==> config.mk <==
export PLATFORM = sky130hd
export DESIGN_NAME = usb_phy_refclk_select
export DESIGN_NICKNAME = d
export VERILOG_FILES = /design/src/verilog/refclk_pkg.sv /design/src/verilog/usb_phy_refclk_select.sv
export SDC_FILE = /design/constraint.sdc
export NUM_CORES = 1
export LEC_CHECK = 0
export ABC_AREA = 1
export ABC_CLOCK_PERIOD_IN_PS = 1570
export BUFFER_PORTS_ARGS = -buffer_cell sky130_fd_sc_hd__buf_2
export CORE_UTILIZATION = 45
export DETAILED_ROUTE_END_ITERATION = 6
export MAX_ROUTING_LAYER = met4
export PLACE_DENSITY = 0.73
export SYNTH_ARGS = -nofsm -noshare
export SYNTH_HDL_FRONTEND = slang
export SYNTH_SLANG_ARGS = --single-unit
==> constraint.sdc <==
create_clock -name aclk -period 1.57 [get_ports aclk]
set_input_delay 0.3925 -clock aclk [delete_from_list [all_inputs] [get_ports aclk]]
set_output_delay 0.3925 -clock aclk [all_outputs]
set_load 0.03 [all_outputs]
==> src/verilog/refclk_pkg.sv <==
// Purpose: constants and carriers for the phy reference clock selector
// Assumes: 32-bit axi4-lite register access
// Notes:   offsets are byte addresses
package refclk_pkg;
   localparam logic [7:0]  OFF_CHIP_CFG_TWO   = 8'h00;
   localparam logic [7:0]  OFF_KEY_FIRST      = 8'h04;
   localparam logic [7:0]  OFF_KEY_SECOND     = 8'h08;
   localparam logic [7:0]  OFF_STATUS         = 8'h0c;
   localparam int          POS_FREQ_LSB       = 0;
   localparam int          POS_HS_SEL         = 4;
   localparam int          POS_FS_SEL         = 5;
   localparam int          POS_UNLOCKED       = 0;
   localparam int          POS_CLOCK_GOOD     = 1;
   localparam logic [31:0] KEY_FIRST_VALUE    = 32'h1234_5678;
   localparam logic [31:0] KEY_SECOND_VALUE   = 32'h9abc_def0;
   localparam logic [3:0]  RST_FREQ           = 4'h0;
   localparam logic        RST_HS_SEL         = 1'h0;
   localparam logic        RST_FS_SEL         = 1'h0;
   localparam logic [1:0]  RESP_OKAY          = 2'h0;
   localparam logic [1:0]  RESP_SLVERR        = 2'h2;
   localparam logic [3:0]  FREQ_MIN_CODE      = 4'h1;
   localparam logic [3:0]  FREQ_MAX_CODE      = 4'h9;

   typedef struct packed {
      logic       fs_companion_clock_select;
      logic       hs_phy_clock_source_select;
      logic [3:0] phy_pll_input_frequency;
   } clk_cfg_t;
endpackage : refclk_pkg

==> src/verilog/usb_phy_refclk_select.sv <==
// Purpose: reference clock selection and phy pll frequency setup
// Assumes: single clock aclk, synchronous active-low reset
// Notes:   clock muxing is a select output for the analog mux cells
//
// Decided for this implementation: the placing of the registers and the AXI4-Lite interface to the registers.
`timescale 1ns/1ns
module usb_phy_refclk_select (
   input  wire logic                      aclk,
   input  wire logic                      aresetn,
   input  wire logic [7:0]                s_axi_awaddr,
   input  wire logic                      s_axi_awvalid,
   output logic                           s_axi_awready,
   input  wire logic [31:0]               s_axi_wdata,
   input  wire logic [3:0]                s_axi_wstrb,
   input  wire logic                      s_axi_wvalid,
   output logic                           s_axi_wready,
   output logic [1:0]                     s_axi_bresp,
   output logic                           s_axi_bvalid,
   input  wire logic                      s_axi_bready,
   input  wire logic [7:0]                s_axi_araddr,
   input  wire logic                      s_axi_arvalid,
   output logic                           s_axi_arready,
   output logic [31:0]                    s_axi_rdata,
   output logic [1:0]                     s_axi_rresp,
   output logic                           s_axi_rvalid,
   input  wire logic                      s_axi_rready,
   input  wire logic                      phy_pll_lock,
   output refclk_pkg::clk_cfg_t           clk_cfg,
   output logic                           phy_clock_good
);
   ////////////////////////////////////////////////////////////////////////
   logic       aw_held;
   logic       w_held;
   logic [7:0] aw_addr;
   logic [31:0] w_data;
   logic [3:0] w_strb;
   logic       key_first_ok;
   logic       unlocked;
   logic       do_write;
   logic       freq_valid;

   // both channels captured independently, response once both are in
   assign do_write = aw_held && w_held && !s_axi_bvalid;

   always_ff @(posedge aclk) begin
      if (!aresetn) begin
         aw_held       <= 1'b0;
         aw_addr       <= 8'h00;
         s_axi_awready <= 1'b0;
      end else if (s_axi_awvalid && s_axi_awready) begin
         aw_held       <= 1'b1;
         aw_addr       <= s_axi_awaddr;
         s_axi_awready <= 1'b0;
      end else if (do_write) begin
         aw_held       <= 1'b0;
      end else begin
         s_axi_awready <= !aw_held && !s_axi_bvalid;
      end
   end

   always_ff @(posedge aclk) begin
      if (!aresetn) begin
         w_held       <= 1'b0;
         w_data       <= 32'h0000_0000;
         w_strb       <= 4'h0;
         s_axi_wready <= 1'b0;
      end else if (s_axi_wvalid && s_axi_wready) begin
         w_held       <= 1'b1;
         w_data       <= s_axi_wdata;
         w_strb       <= s_axi_wstrb;
         s_axi_wready <= 1'b0;
      end else if (do_write) begin
         w_held       <= 1'b0;
      end else begin
         s_axi_wready <= !w_held && !s_axi_bvalid;
      end
   end

   always_ff @(posedge aclk) begin
      if (!aresetn) begin
         s_axi_bvalid <= 1'b0;
         s_axi_bresp  <= refclk_pkg::RESP_OKAY;
      end else if (do_write) begin
         s_axi_bvalid <= 1'b1;
         unique case (aw_addr)
            refclk_pkg::OFF_CHIP_CFG_TWO:
               s_axi_bresp <= unlocked ? refclk_pkg::RESP_OKAY
                                       : refclk_pkg::RESP_SLVERR;
            refclk_pkg::OFF_KEY_FIRST,
            refclk_pkg::OFF_KEY_SECOND,
            refclk_pkg::OFF_STATUS:
               s_axi_bresp <= refclk_pkg::RESP_OKAY;
            default:
               s_axi_bresp <= refclk_pkg::RESP_SLVERR;
         endcase
      end else if (s_axi_bready) begin
         s_axi_bvalid <= 1'b0;
      end
   end

   ////////////////////////////////////////////////////////////////////////
   // key unlock sequence
   // a wrong key relocks; partial strobes do not count as a key
   always_ff @(posedge aclk) begin
      if (!aresetn) begin
         key_first_ok <= 1'b0;
         unlocked     <= 1'b0;
      end else if (do_write && w_strb == 4'hf) begin
         if (aw_addr == refclk_pkg::OFF_KEY_FIRST) begin
            key_first_ok <= (w_data == refclk_pkg::KEY_FIRST_VALUE);
            if (w_data != refclk_pkg::KEY_FIRST_VALUE)
               unlocked <= 1'b0;
         end else if (aw_addr == refclk_pkg::OFF_KEY_SECOND) begin
            unlocked <= key_first_ok &&
                        (w_data == refclk_pkg::KEY_SECOND_VALUE);
         end
      end
   end

   ////////////////////////////////////////////////////////////////////////
   // select and frequency storage, only when unlocked
   always_ff @(posedge aclk) begin
      if (!aresetn) begin
         clk_cfg.phy_pll_input_frequency    <= refclk_pkg::RST_FREQ;
         clk_cfg.hs_phy_clock_source_select <= refclk_pkg::RST_HS_SEL;
         clk_cfg.fs_companion_clock_select  <= refclk_pkg::RST_FS_SEL;
      end else if (do_write && unlocked && w_strb[0] &&
                   aw_addr == refclk_pkg::OFF_CHIP_CFG_TWO) begin
         clk_cfg.phy_pll_input_frequency    <=
            w_data[refclk_pkg::POS_FREQ_LSB +: 4];
         clk_cfg.hs_phy_clock_source_select <=
            w_data[refclk_pkg::POS_HS_SEL];
         clk_cfg.fs_companion_clock_select  <=
            w_data[refclk_pkg::POS_FS_SEL];
      end
   end

   ////////////////////////////////////////////////////////////////////////
   // supported code decode
   assign freq_valid =
      clk_cfg.phy_pll_input_frequency >= refclk_pkg::FREQ_MIN_CODE &&
      clk_cfg.phy_pll_input_frequency <= refclk_pkg::FREQ_MAX_CODE;

   // clock-good gated by code
   // lock alone is not trusted: a bad code means a wrong pll ratio
   always_ff @(posedge aclk) begin
      if (!aresetn)
         phy_clock_good <= 1'b0;
      else
         phy_clock_good <= freq_valid && phy_pll_lock;
   end

   ////////////////////////////////////////////////////////////////////////
   // bus logic is on aclk only; reads never depend on the phy clock
   always_ff @(posedge aclk) begin
      if (!aresetn) begin
         s_axi_arready <= 1'b0;
         s_axi_rvalid  <= 1'b0;
         s_axi_rdata   <= 32'h0000_0000;
         s_axi_rresp   <= refclk_pkg::RESP_OKAY;
      end else if (s_axi_arvalid && s_axi_arready) begin
         s_axi_arready <= 1'b0;
         s_axi_rvalid  <= 1'b1;
         s_axi_rdata   <= 32'h0000_0000;
         s_axi_rresp   <= refclk_pkg::RESP_OKAY;
         unique case (s_axi_araddr)
            refclk_pkg::OFF_CHIP_CFG_TWO: begin
               s_axi_rdata[refclk_pkg::POS_FREQ_LSB +: 4] <=
                  clk_cfg.phy_pll_input_frequency;
               s_axi_rdata[refclk_pkg::POS_HS_SEL] <=
                  clk_cfg.hs_phy_clock_source_select;
               s_axi_rdata[refclk_pkg::POS_FS_SEL] <=
                  clk_cfg.fs_companion_clock_select;
            end
            refclk_pkg::OFF_STATUS: begin
               s_axi_rdata[refclk_pkg::POS_UNLOCKED]   <= unlocked;
               s_axi_rdata[refclk_pkg::POS_CLOCK_GOOD] <= phy_clock_good;
            end
            refclk_pkg::OFF_KEY_FIRST,
            refclk_pkg::OFF_KEY_SECOND: begin
            end
            default:
               s_axi_rresp <= refclk_pkg::RESP_SLVERR;
         endcase
      end else if (s_axi_rvalid) begin
         if (s_axi_rready)
            s_axi_rvalid <= 1'b0;
      end else begin
         s_axi_arready <= 1'b1;
      end
   end

   ////////////////////////////////////////////////////////////////////////
   // good never with bad code
   a_good_needs_code: assert property (
      @(posedge aclk) disable iff (!aresetn)
      phy_clock_good |-> $past(freq_valid) && $past(phy_pll_lock))
      else $error("clock good without valid code and lock");

   a_locked_no_write: assert property (
      @(posedge aclk) disable iff (!aresetn)
      do_write && !unlocked && aw_addr == refclk_pkg::OFF_CHIP_CFG_TWO
      |=> $stable(clk_cfg) && s_axi_bresp == refclk_pkg::RESP_SLVERR)
      else $error("config changed while locked");

   a_hs_sel_write: assert property (
      @(posedge aclk) disable iff (!aresetn)
      do_write && unlocked && w_strb[0] &&
      aw_addr == refclk_pkg::OFF_CHIP_CFG_TWO
      |=> clk_cfg.hs_phy_clock_source_select ==
          $past(w_data[refclk_pkg::POS_HS_SEL]))
      else $error("hs select not stored");

   a_fs_sel_write: assert property (
      @(posedge aclk) disable iff (!aresetn)
      do_write && unlocked && w_strb[0] &&
      aw_addr == refclk_pkg::OFF_CHIP_CFG_TWO
      |=> clk_cfg.fs_companion_clock_select ==
          $past(w_data[refclk_pkg::POS_FS_SEL]))
      else $error("fs select not stored");

   a_code_gives_good: assert property (
      @(posedge aclk) disable iff (!aresetn)
      freq_valid && phy_pll_lock |=> phy_clock_good)
      else $error("valid code and lock did not give good");

   a_read_answer: assert property (
      @(posedge aclk) disable iff (!aresetn)
      s_axi_arvalid && s_axi_arready |=> s_axi_rvalid ##0 !s_axi_arready)
      else $error("read not answered next cycle");

   a_cfg_only_write: assert property (
      @(posedge aclk) disable iff (!aresetn)
      !do_write |=> $stable(clk_cfg))
      else $error("clock selection changed without a write");

   a_freq_write: assert property (
      @(posedge aclk) disable iff (!aresetn)
      do_write && unlocked && w_strb[0] &&
      aw_addr == refclk_pkg::OFF_CHIP_CFG_TWO
      |=> clk_cfg.phy_pll_input_frequency == $past(w_data[3:0]))
      else $error("frequency code not stored");
endmodule : usb_phy_refclk_select
==> summary.md, run 1 <==
| Metric | Value |
|---|---|
| Most frequently used flop master after synthesis | sky130_fd_sc_hd__dfxtp_1 |
| Share of the cycle needed by the critical path after routing | 0.882 |
| Clock Tree Root | sky130_fd_sc_hd__clkbuf_8 |
| Async set-or-reset flop fraction in the synthesized netlist | 0 |
| Worst-path cell with the longest stage delay | sky130_fd_sc_hd__dfxtp_1 |
| Number of filler cells placed in the layout | 639 |
| Tightest hold margin | roughly 290 ps |
| FMAX | between 0.7 and 0.8 GHz |
| Total number of vias | 2690 |
| Vias in the first global route | roughly 2300 |
| Initial antenna violation count | 0 |
| Die Width | ~84 um |
| Setup total negative slack | 0 ps |
| DIE AREA | 7080 um2 |
| Placer congestion estimate | approximately 0.85 |
| Maximum root-to-sink buffer count | 2 |
| Switching Fraction | 0.273 |
| Number of violations of the max-capacitance limit | 0 |
| Total wire length | approximately 6000 um |
| Combinational fraction of design power | 0.146 |
| Total power | a little under 4 mW |
| GRT overflow | 0 |
| CTS sink cnt | 68 |
| Maximum number of pins on one net before global-route repair | 53 |
| Rows | 29 |
| Critical path capture point type | flop |
| Worst setup startpoint | w_held |
| Total CTS buffers | 9 |
| Max_slew headroom | 0.572 |
| Final routed DRC violation total | 21 |
| Total GRT Usage | 0.182 |
| Area growth from synthesis to layout | 18.6% |
| Crit path launch type | flop |
| Worst Path Class, Setup | flop to flop |
| Power Dens Cells | about 1100 nW/um2 |
| Routed length per instance | ~10 um |
| Hold Startpoint | phy_pll_lock |
| CP most frequent cell | sky130_fd_sc_hd__nand2_4 |
| Fraction of final layout cells with drive strength greater than 1 | 0.246 |
| Inserted Diodes | 0 |
| Clock tree from TritonCTS | done |
| EDFF count, synth | 0 |
| First-pass GRT wire length | roughly 10000 um |
| Synth warn | 0 |
| CTS resizes | 0 |
| Clock latency reported for the late side of the worst-skew pair | roughly 330 ps |
| Final count of pins violating max slew | 0 |
| First drt pass iteration count | 7 |
| Core occupancy in the finished layout | 0.560 |
| Final Skew | between 5 and 6 ps |
| Crit path arrival time | 1600 ps |
| Gate Count Post-Synth | ~410 |
| Number of nets in the finished design | 550 |
| Total standard cell area after synthesis | 3030 um2 |
| Max rail drop VDD | 0.000741 V |
| DRT iter0 DRCs | 101 |
| Run status | finished, violations left |
| Hold Vio Cnt, Final | 0 |
| Distinct cell type count of the synthesized netlist | 26 |
| Area of the core | between 6000 and 7000 um2 |
| I/O pins | 108 |
| Hold WC Path Type | input port to flop |
| Mean number of vias per cell | ~4.7 |
| Height of the die | 84.1 um |
| Violated checks | design-rule violations |
| Number of synthesized register bits | 68 |
| Post-CTS setup-driven buffer insertion count | 0 |
| Slowest stage delay, CP | around 370 ps |
| Minimum period implied by the final worst setup slack | 1380 ps |
| Unrepaired setup endpoints after global routing | false |
| Highest net fanout along the worst path | 7 |
| Starting density of the core | 0.472 |
| Buffers added on ports | 79 |
| Number of hold buffers added after cts | 0 |
| Worst-Margin Slew | approximately 640 ps |
| Average cell area after synthesis | 7.35 um2 |
| Leakage power summed over all cells | 1.67 nW |
| Clock-pin transition on the worst setup and hold timing paths | roughly 70 ps |
| Critical path cell sequence | inv_2 -> nor3_4 -> nand2_4 -> nor2_8 -> nand2_4 -> nor2_2 -> nor3_2 |
| Critical path data required time | roughly 1800 ps |
| Pint | between 2 and 3 mW |
| HPWL after DPL | roughly 4400 um |
| Post-detailed-route count of antenna-violating nets | 0 |
| Number of levels the H-tree was split into | 3 |
| Sequential element share of the synthesized area | 0.449 |
| Setup Viol. Count Final | 0 |
| Crit Reg-Reg Startpoint | w_held |
| NetSw | 1.07 mW |
| Seq pwr share | 0.487 |
| Clock share of power | 0.367 |
registers in the layout (all words and copies together), names as in the netlist:
register        cells
w_data             32
aw_addr             8
clk_cfg             6
s_axi_rdata         6
w_strb              4
aw_held             1
key_first_ok        1
phy_clock_good      1
s_axi_arready       1
s_axi_awready       1
s_axi_bresp         1
s_axi_bvalid        1
s_axi_rresp         1
s_axi_rvalid        1
s_axi_wready        1
unlocked            1
w_held              1
metal layers:
metal | vias to the layer above | GRT usage | wire length (um)
met3 | 9 | 0.0524 | 388
met2 | 90 | 0.291 | 2660
met5 | - | - | 0
li1 | 1417 | - | -
met1 | 1174 | 0.217 | 2740
met4 | 0 | 0.0705 | 101
power by group through the flow:
stage               Combinational (mW)  Clock, mW  Sequential (mW)
floorplan                        0.430          0             1.97
global placement                 0.561          0             1.94
detailed placement               0.572          0             1.94
CTS                              0.574       1.49             1.90
global route                     0.642       1.56             1.91
finish                           0.569       1.43             1.90
cells in the mapped netlist, types with 3 or more instances:
cell type | number | area (um2)
sky130_fd_sc_hd__a21oi_1 | 36 | 180
sky130_fd_sc_hd__nor3_1 | 3 | 15.0
sky130_fd_sc_hd__clkbuf_1 | 12 | 45.0
sky130_fd_sc_hd__nor3_2 | 7 | 70.1
sky130_fd_sc_hd__o21ai_0 | 52 | 260
sky130_fd_sc_hd__dfxtp_1 | 68 | 1360
sky130_fd_sc_hd__nor2_2 | 7 | 43.8
sky130_fd_sc_hd__nand3_1 | 5 | 25.0
sky130_fd_sc_hd__inv_2 | 4 | 15.0
sky130_fd_sc_hd__nand2_1 | 51 | 191
sky130_fd_sc_hd__nor2_1 | 89 | 334
sky130_fd_sc_hd__buf_4 | 28 | 210
sky130_fd_sc_hd__inv_1 | 32 | 120
cells by family (layout without fill, tap and decap cells):
kind of cell	after synthesis	in the layout	synth area share
AO/OA/AOI/OAI	91	91	0.152
AND/OR/NAND/NOR	173	173	0.264
buffers and inverters	80	135	0.134
flip-flops	68	68	0.449
other	1	28	0.00124
metrics by stage:
step	setup slack [ps]	cells	instance area [um2]
floorplan	230	440	3140
global placement	199	556	3400
detailed placement	189	556	3400
CTS	174	572	3600
global route	73.0	572	3600
finish	185	572	3600
layout make-up:
cell class                      instances  area [um2]  share of cell area
Tap cell                               77        96.3              0.0268
Inverter                               36         135              0.0375
Multi-Input combinational cell        292        1370               0.380
Timing Repair Buffer                   83         438               0.122
Sequential cell                        68        1360               0.378
Clock buffer                           12         155              0.0431
Clock inverter                          4        47.5              0.0132
cell usage in the layout (no fill, tap or decap), types with 7 or more instances in the layout:
| cell type | synthesis | final |
|---|---|---|
| sky130_fd_sc_hd__conb_1 | 1 | 28 |
| sky130_fd_sc_hd__dfxtp_1 | 68 | 68 |
| sky130_fd_sc_hd__buf_2 | 2 | 79 |
| sky130_fd_sc_hd__nor2_2 | 7 | 7 |
| sky130_fd_sc_hd__o21ai_0 | 52 | 52 |
| sky130_fd_sc_hd__clkbuf_8 | 0 | 11 |
| sky130_fd_sc_hd__nor2_1 | 89 | 89 |
| sky130_fd_sc_hd__inv_1 | 32 | 32 |
| sky130_fd_sc_hd__a21oi_1 | 36 | 36 |
| sky130_fd_sc_hd__nor3_2 | 7 | 7 |
| sky130_fd_sc_hd__nand2_1 | 51 | 51 |
worst max-delay path: cells and delay by family, from the launching register on:
| kind | cells | cell delay [ps] |
|---|---|---|
| and+or+nand+nor | 6 | 830 |
| buffers and inverters | 1 | 70 |
| DFF | 1 | 370 |
worst paths after layout:
check / slack (ps) / cells past startpoint / endpoint
setup / recovery: 190 / 7 / clk_cfg[0]
hold / removal: 290 / 3 / phy_clock_good
setup reg to reg: 190 / 7 / clk_cfg[0]
hold reg to reg: 460 / 2 / w_data[29]
(Power assumes the default switching activity.)
==> run 2, diff against run 1 <==
--- a/config.mk
+++ b/config.mk
@@ -7,11 +7,11 @@
 export LEC_CHECK = 0
 export ABC_AREA = 1
 export ABC_CLOCK_PERIOD_IN_PS = 1570
-export BUFFER_PORTS_ARGS = -buffer_cell sky130_fd_sc_hd__buf_2
 export CORE_UTILIZATION = 45
 export DETAILED_ROUTE_END_ITERATION = 6
+export DONT_BUFFER_PORTS = 1
 export MAX_ROUTING_LAYER = met4
-export PLACE_DENSITY = 0.73
+export PLACE_DENSITY = 0.56
 export SYNTH_ARGS = -nofsm -noshare
 export SYNTH_HDL_FRONTEND = slang
 export SYNTH_SLANG_ARGS = --single-unit
==> run 2 against run 1 <==
The run still ends with design-rule violations left. Critical path depth did not move. Clock power up 3%. Worst hold slack got worse by 110 ps. Wire length fell by 1.2%. Sequential power about the same. Utilization down 5.9 points. Global-route usage rose by 0.099 points. Clock skew decreased by 2.5 ps. Critical path type unchanged.
==> summary.md, run 2 (same netlist as run 1, synthesis figures left out) <==
| Metric | Value |
|---|---|
| First drt pass iteration count | 7 (unchanged) |
| CTS resizes | 0 (unchanged) |
| Combinational fraction of design power | 0.116 (-0.030) |
| Share of the cycle needed by the critical path after routing | 0.894 (+0.0119) |
| Clock latency reported for the late side of the worst-skew pair | 330 ps (about the same) |
| Clock-pin transition on the worst setup and hold timing paths | 70 ps (about the same) |
| GRT overflow | 0 (unchanged) |
| Area of the core | 6420 um2 (unchanged) |
| Number of violations of the max-capacitance limit | 0 (unchanged) |
| Multi-input gate area | 1370 um2 (unchanged) |
| Max_slew headroom | 0.534 (-0.0373) |
| Registers with the most flip-flops | w_data x32, aw_addr x8 |
| Maximum root-to-sink buffer count | 2 (unchanged) |
| Setup total negative slack | 0 ps (unchanged) |
| Critical path data required time | 1780 ps (about the same) |
| Critical path capture point type | flop |
| Total number of vias | 2390 (-11%) |
| Setup slack of the most critical reg-to-reg path | 170 ps (-20 ps) |
| Sequential cell area | 1360 um2 (unchanged) |
| Setup Viol. Count Final | 0 (unchanged) |
| Total wire length | 5810 um (-1.2%) |
| Mean number of vias per cell | 4.84 (+2.9%) |
| Worst Path Class, Setup | flop to flop |
| Post-detailed-route count of antenna-violating nets | 0 (unchanged) |
| Leakage power summed over all cells | 1.34 nW (-19%) |
| Number of levels the H-tree was split into | 3 (unchanged) |
| CP most frequent cell | sky130_fd_sc_hd__nand2_4 |
| Slowest stage delay, CP | 360 ps (about the same) |
| First-pass GRT wire length | 9760 um (-1.8%) |
| Placed inst area | 3020 um2 (-11%) |
| Run status | finished, violations left |
| Fraction of final layout cells with drive strength greater than 1 | 0.103 (-0.143) |
| Violated checks | design-rule violations |
| DIE AREA | 7080 um2 (unchanged) |
| Core occupancy in the finished layout | 0.501 (-0.0592) |
| Total GRT Usage | 0.183 (+0.000986) |
| Max rail drop VDD | 0.000466 V (-37%) |
| Total CTS buffers | 9 (unchanged) |
| Commonest non-fill, non-tap cell in the layout | sky130_fd_sc_hd__nor2_1 |
| I/O pins | 108 (unchanged) |
| Unrepaired setup endpoints after global routing | false |
| Buffers added on ports | 0 (-100%) |
| Total power | 3.85 mW (-1.4%) |
| Placer congestion estimate | 0.753 (-11%) |
| Switching Fraction | 0.267 (-0.00650) |
| Number of hold buffers added after cts | 0 (unchanged) |
| Max FFs per register | 32 (unchanged) |
| Final count of pins violating max slew | 0 (unchanged) |
| Highest net fanout along the worst path | 7 (unchanged) |
| Clock Tree Root | sky130_fd_sc_hd__clkbuf_8 |
| Rows | 29 (unchanged) |
| Critical path cell sequence | inv_2 -> nor3_4 -> nand2_4 -> nor2_8 -> nand2_4 -> nor2_2 -> nor3_2 |
| Seq pwr share | 0.501 (+0.014) |
| Maximum number of pins on one net before global-route repair | 55 (+3.8%) |
| Register bank with the most flops | w_data |
| Hold WC Path Type | input port to flop |
| Die Width | 84.1 um (unchanged) |
| Number of nets in the finished design | 473 (-14%) |
| Leading cell types in the layout, fill and taps excluded | sky130_fd_sc_hd__nor2_1, sky130_fd_sc_hd__dfxtp_1, sky130_fd_sc_hd__o21ai_0, sky130_fd_sc_hd__nand2_1, sky130_fd_sc_hd__a21oi_1 |
| Vias in the first global route | 2138 (-7.9%) |
| Height of the die | 84.1 um (unchanged) |
| Initial antenna violation count | 0 (unchanged) |
| Minimum period implied by the final worst setup slack | 1400 ps (+18.7 ps) |
| Finished Cell Area | 3220 um2 (-11%) |
| Clock share of power | 0.383 (+0.016) |
| Number of filler cells placed in the layout | 667 (+4.4%) |
| Final Skew | 3.21 ps (-2.49 ps) |
| Area growth from synthesis to layout | 6.10% |
| Worst-Margin Slew | 698 ps (+56.0 ps) |
| Starting density of the core | 0.472 (unchanged) |
| DRT iter0 DRCs | 104 (+3.0%) |
| Inserted Diodes | 0 (unchanged) |
| Cell type group with the largest total delay on the critical path | simple AND/OR/NAND/NOR gates |
| Routed length per instance | 11.8 um (+14%) |
| Clock tree from TritonCTS | done |
| Power Dens Cells | 1200 nW/um2 (+10%) |
| Sum of buffers and inverters on the critical path | 1 (unchanged) |
| Hold Vio Cnt, Final | 0 (unchanged) |
| Post-placement setup slack | 161 ps (-27.3 ps) |
| FMAX | 0.713 GHz (-1.3%) |
| CTS sink cnt | 68 (unchanged) |
| Worst-path cell with the longest stage delay | sky130_fd_sc_hd__dfxtp_1 |
| NetSw | 1.03 mW (-3.7%) |
| Final routed DRC violation total | 22 (+4.8%) |
| HPWL after DPL | 4240 um (-2.8%) |
| Pint | 2.82 mW (-0.47%) |
| Worst-case setup margin in the final layout | 167 ps (-18.7 ps) |
| Crit path launch type | flop |
| Crit path arrival time | 1610 ps (about the same) |
| Post-CTS setup-driven buffer insertion count | 0 (unchanged) |
run 2: cell count changes in the layout (fill, tap and decap cells not counted):
cell | previous run | this run
sky130_fd_sc_hd__clkinvlp_4 | 1 | 0
sky130_fd_sc_hd__buf_4 | 3 | 5
sky130_fd_sc_hd__clkbuf_8 | 11 | 12
sky130_fd_sc_hd__clkbuf_1 | 1 | 2
sky130_fd_sc_hd__clkinv_2 | 2 | 0
sky130_fd_sc_hd__buf_2 | 79 | 0
run 2: final cells by class:
class / instances / share of cell area
Multi-Input combinational cell: 292 / 0.424
Sequential cell: 68 / 0.423
Clock buffer: 14 / 0.0536
Inverter: 36 / 0.0420
Tap cell: 77 / 0.0299
Timing Repair Buffer: 6 / 0.0179
Clock inverter: 1 / 0.00933
run 2: worst register-to-register path: stages, from the launching register on:
cell and delay, ps:
sky130_fd_sc_hd__dfxtp_1 360, sky130_fd_sc_hd__inv_2 60, sky130_fd_sc_hd__nor3_4 330, sky130_fd_sc_hd__nand2_4 110
sky130_fd_sc_hd__nor2_8 150, sky130_fd_sc_hd__nand2_4 100, sky130_fd_sc_hd__nor2_2 110, sky130_fd_sc_hd__nor3_2 50
run 2: worst paths after layout:
check,start,to,cells past startpoint
setup / recovery,w_held,clk_cfg[2],7
hold / removal,phy_pll_lock,phy_clock_good,2
setup reg to reg,w_held,clk_cfg[2],7
hold reg to reg,w_data[29],w_data[29],2
run 2: power groups by stage:
stage,clock network [mW],registers [mW],logic [mW]
floorplan,0,1.97,0.430
global placement,0,1.97,0.448
detailed placement,0,1.97,0.453
CTS,1.51,1.93,0.454
global route,1.60,1.94,0.514
finish,1.48,1.93,0.448
run 2: routing by layer:
metal	global-route usage	part of all wire	vias to the layer above
met5	-	0	-
met4	0.0752	0.012	0
met1	0.232	0.48	1037
li1	-	-	1263
met3	0.0643	0.076	6
met2	0.265	0.43	84
run 2: through the flow:
step	std cells	hold WS, ps
CTS	494	171
detailed placement	479	445
global route	494	162
global placement	479	441
finish	494	180
floorplan	440	429
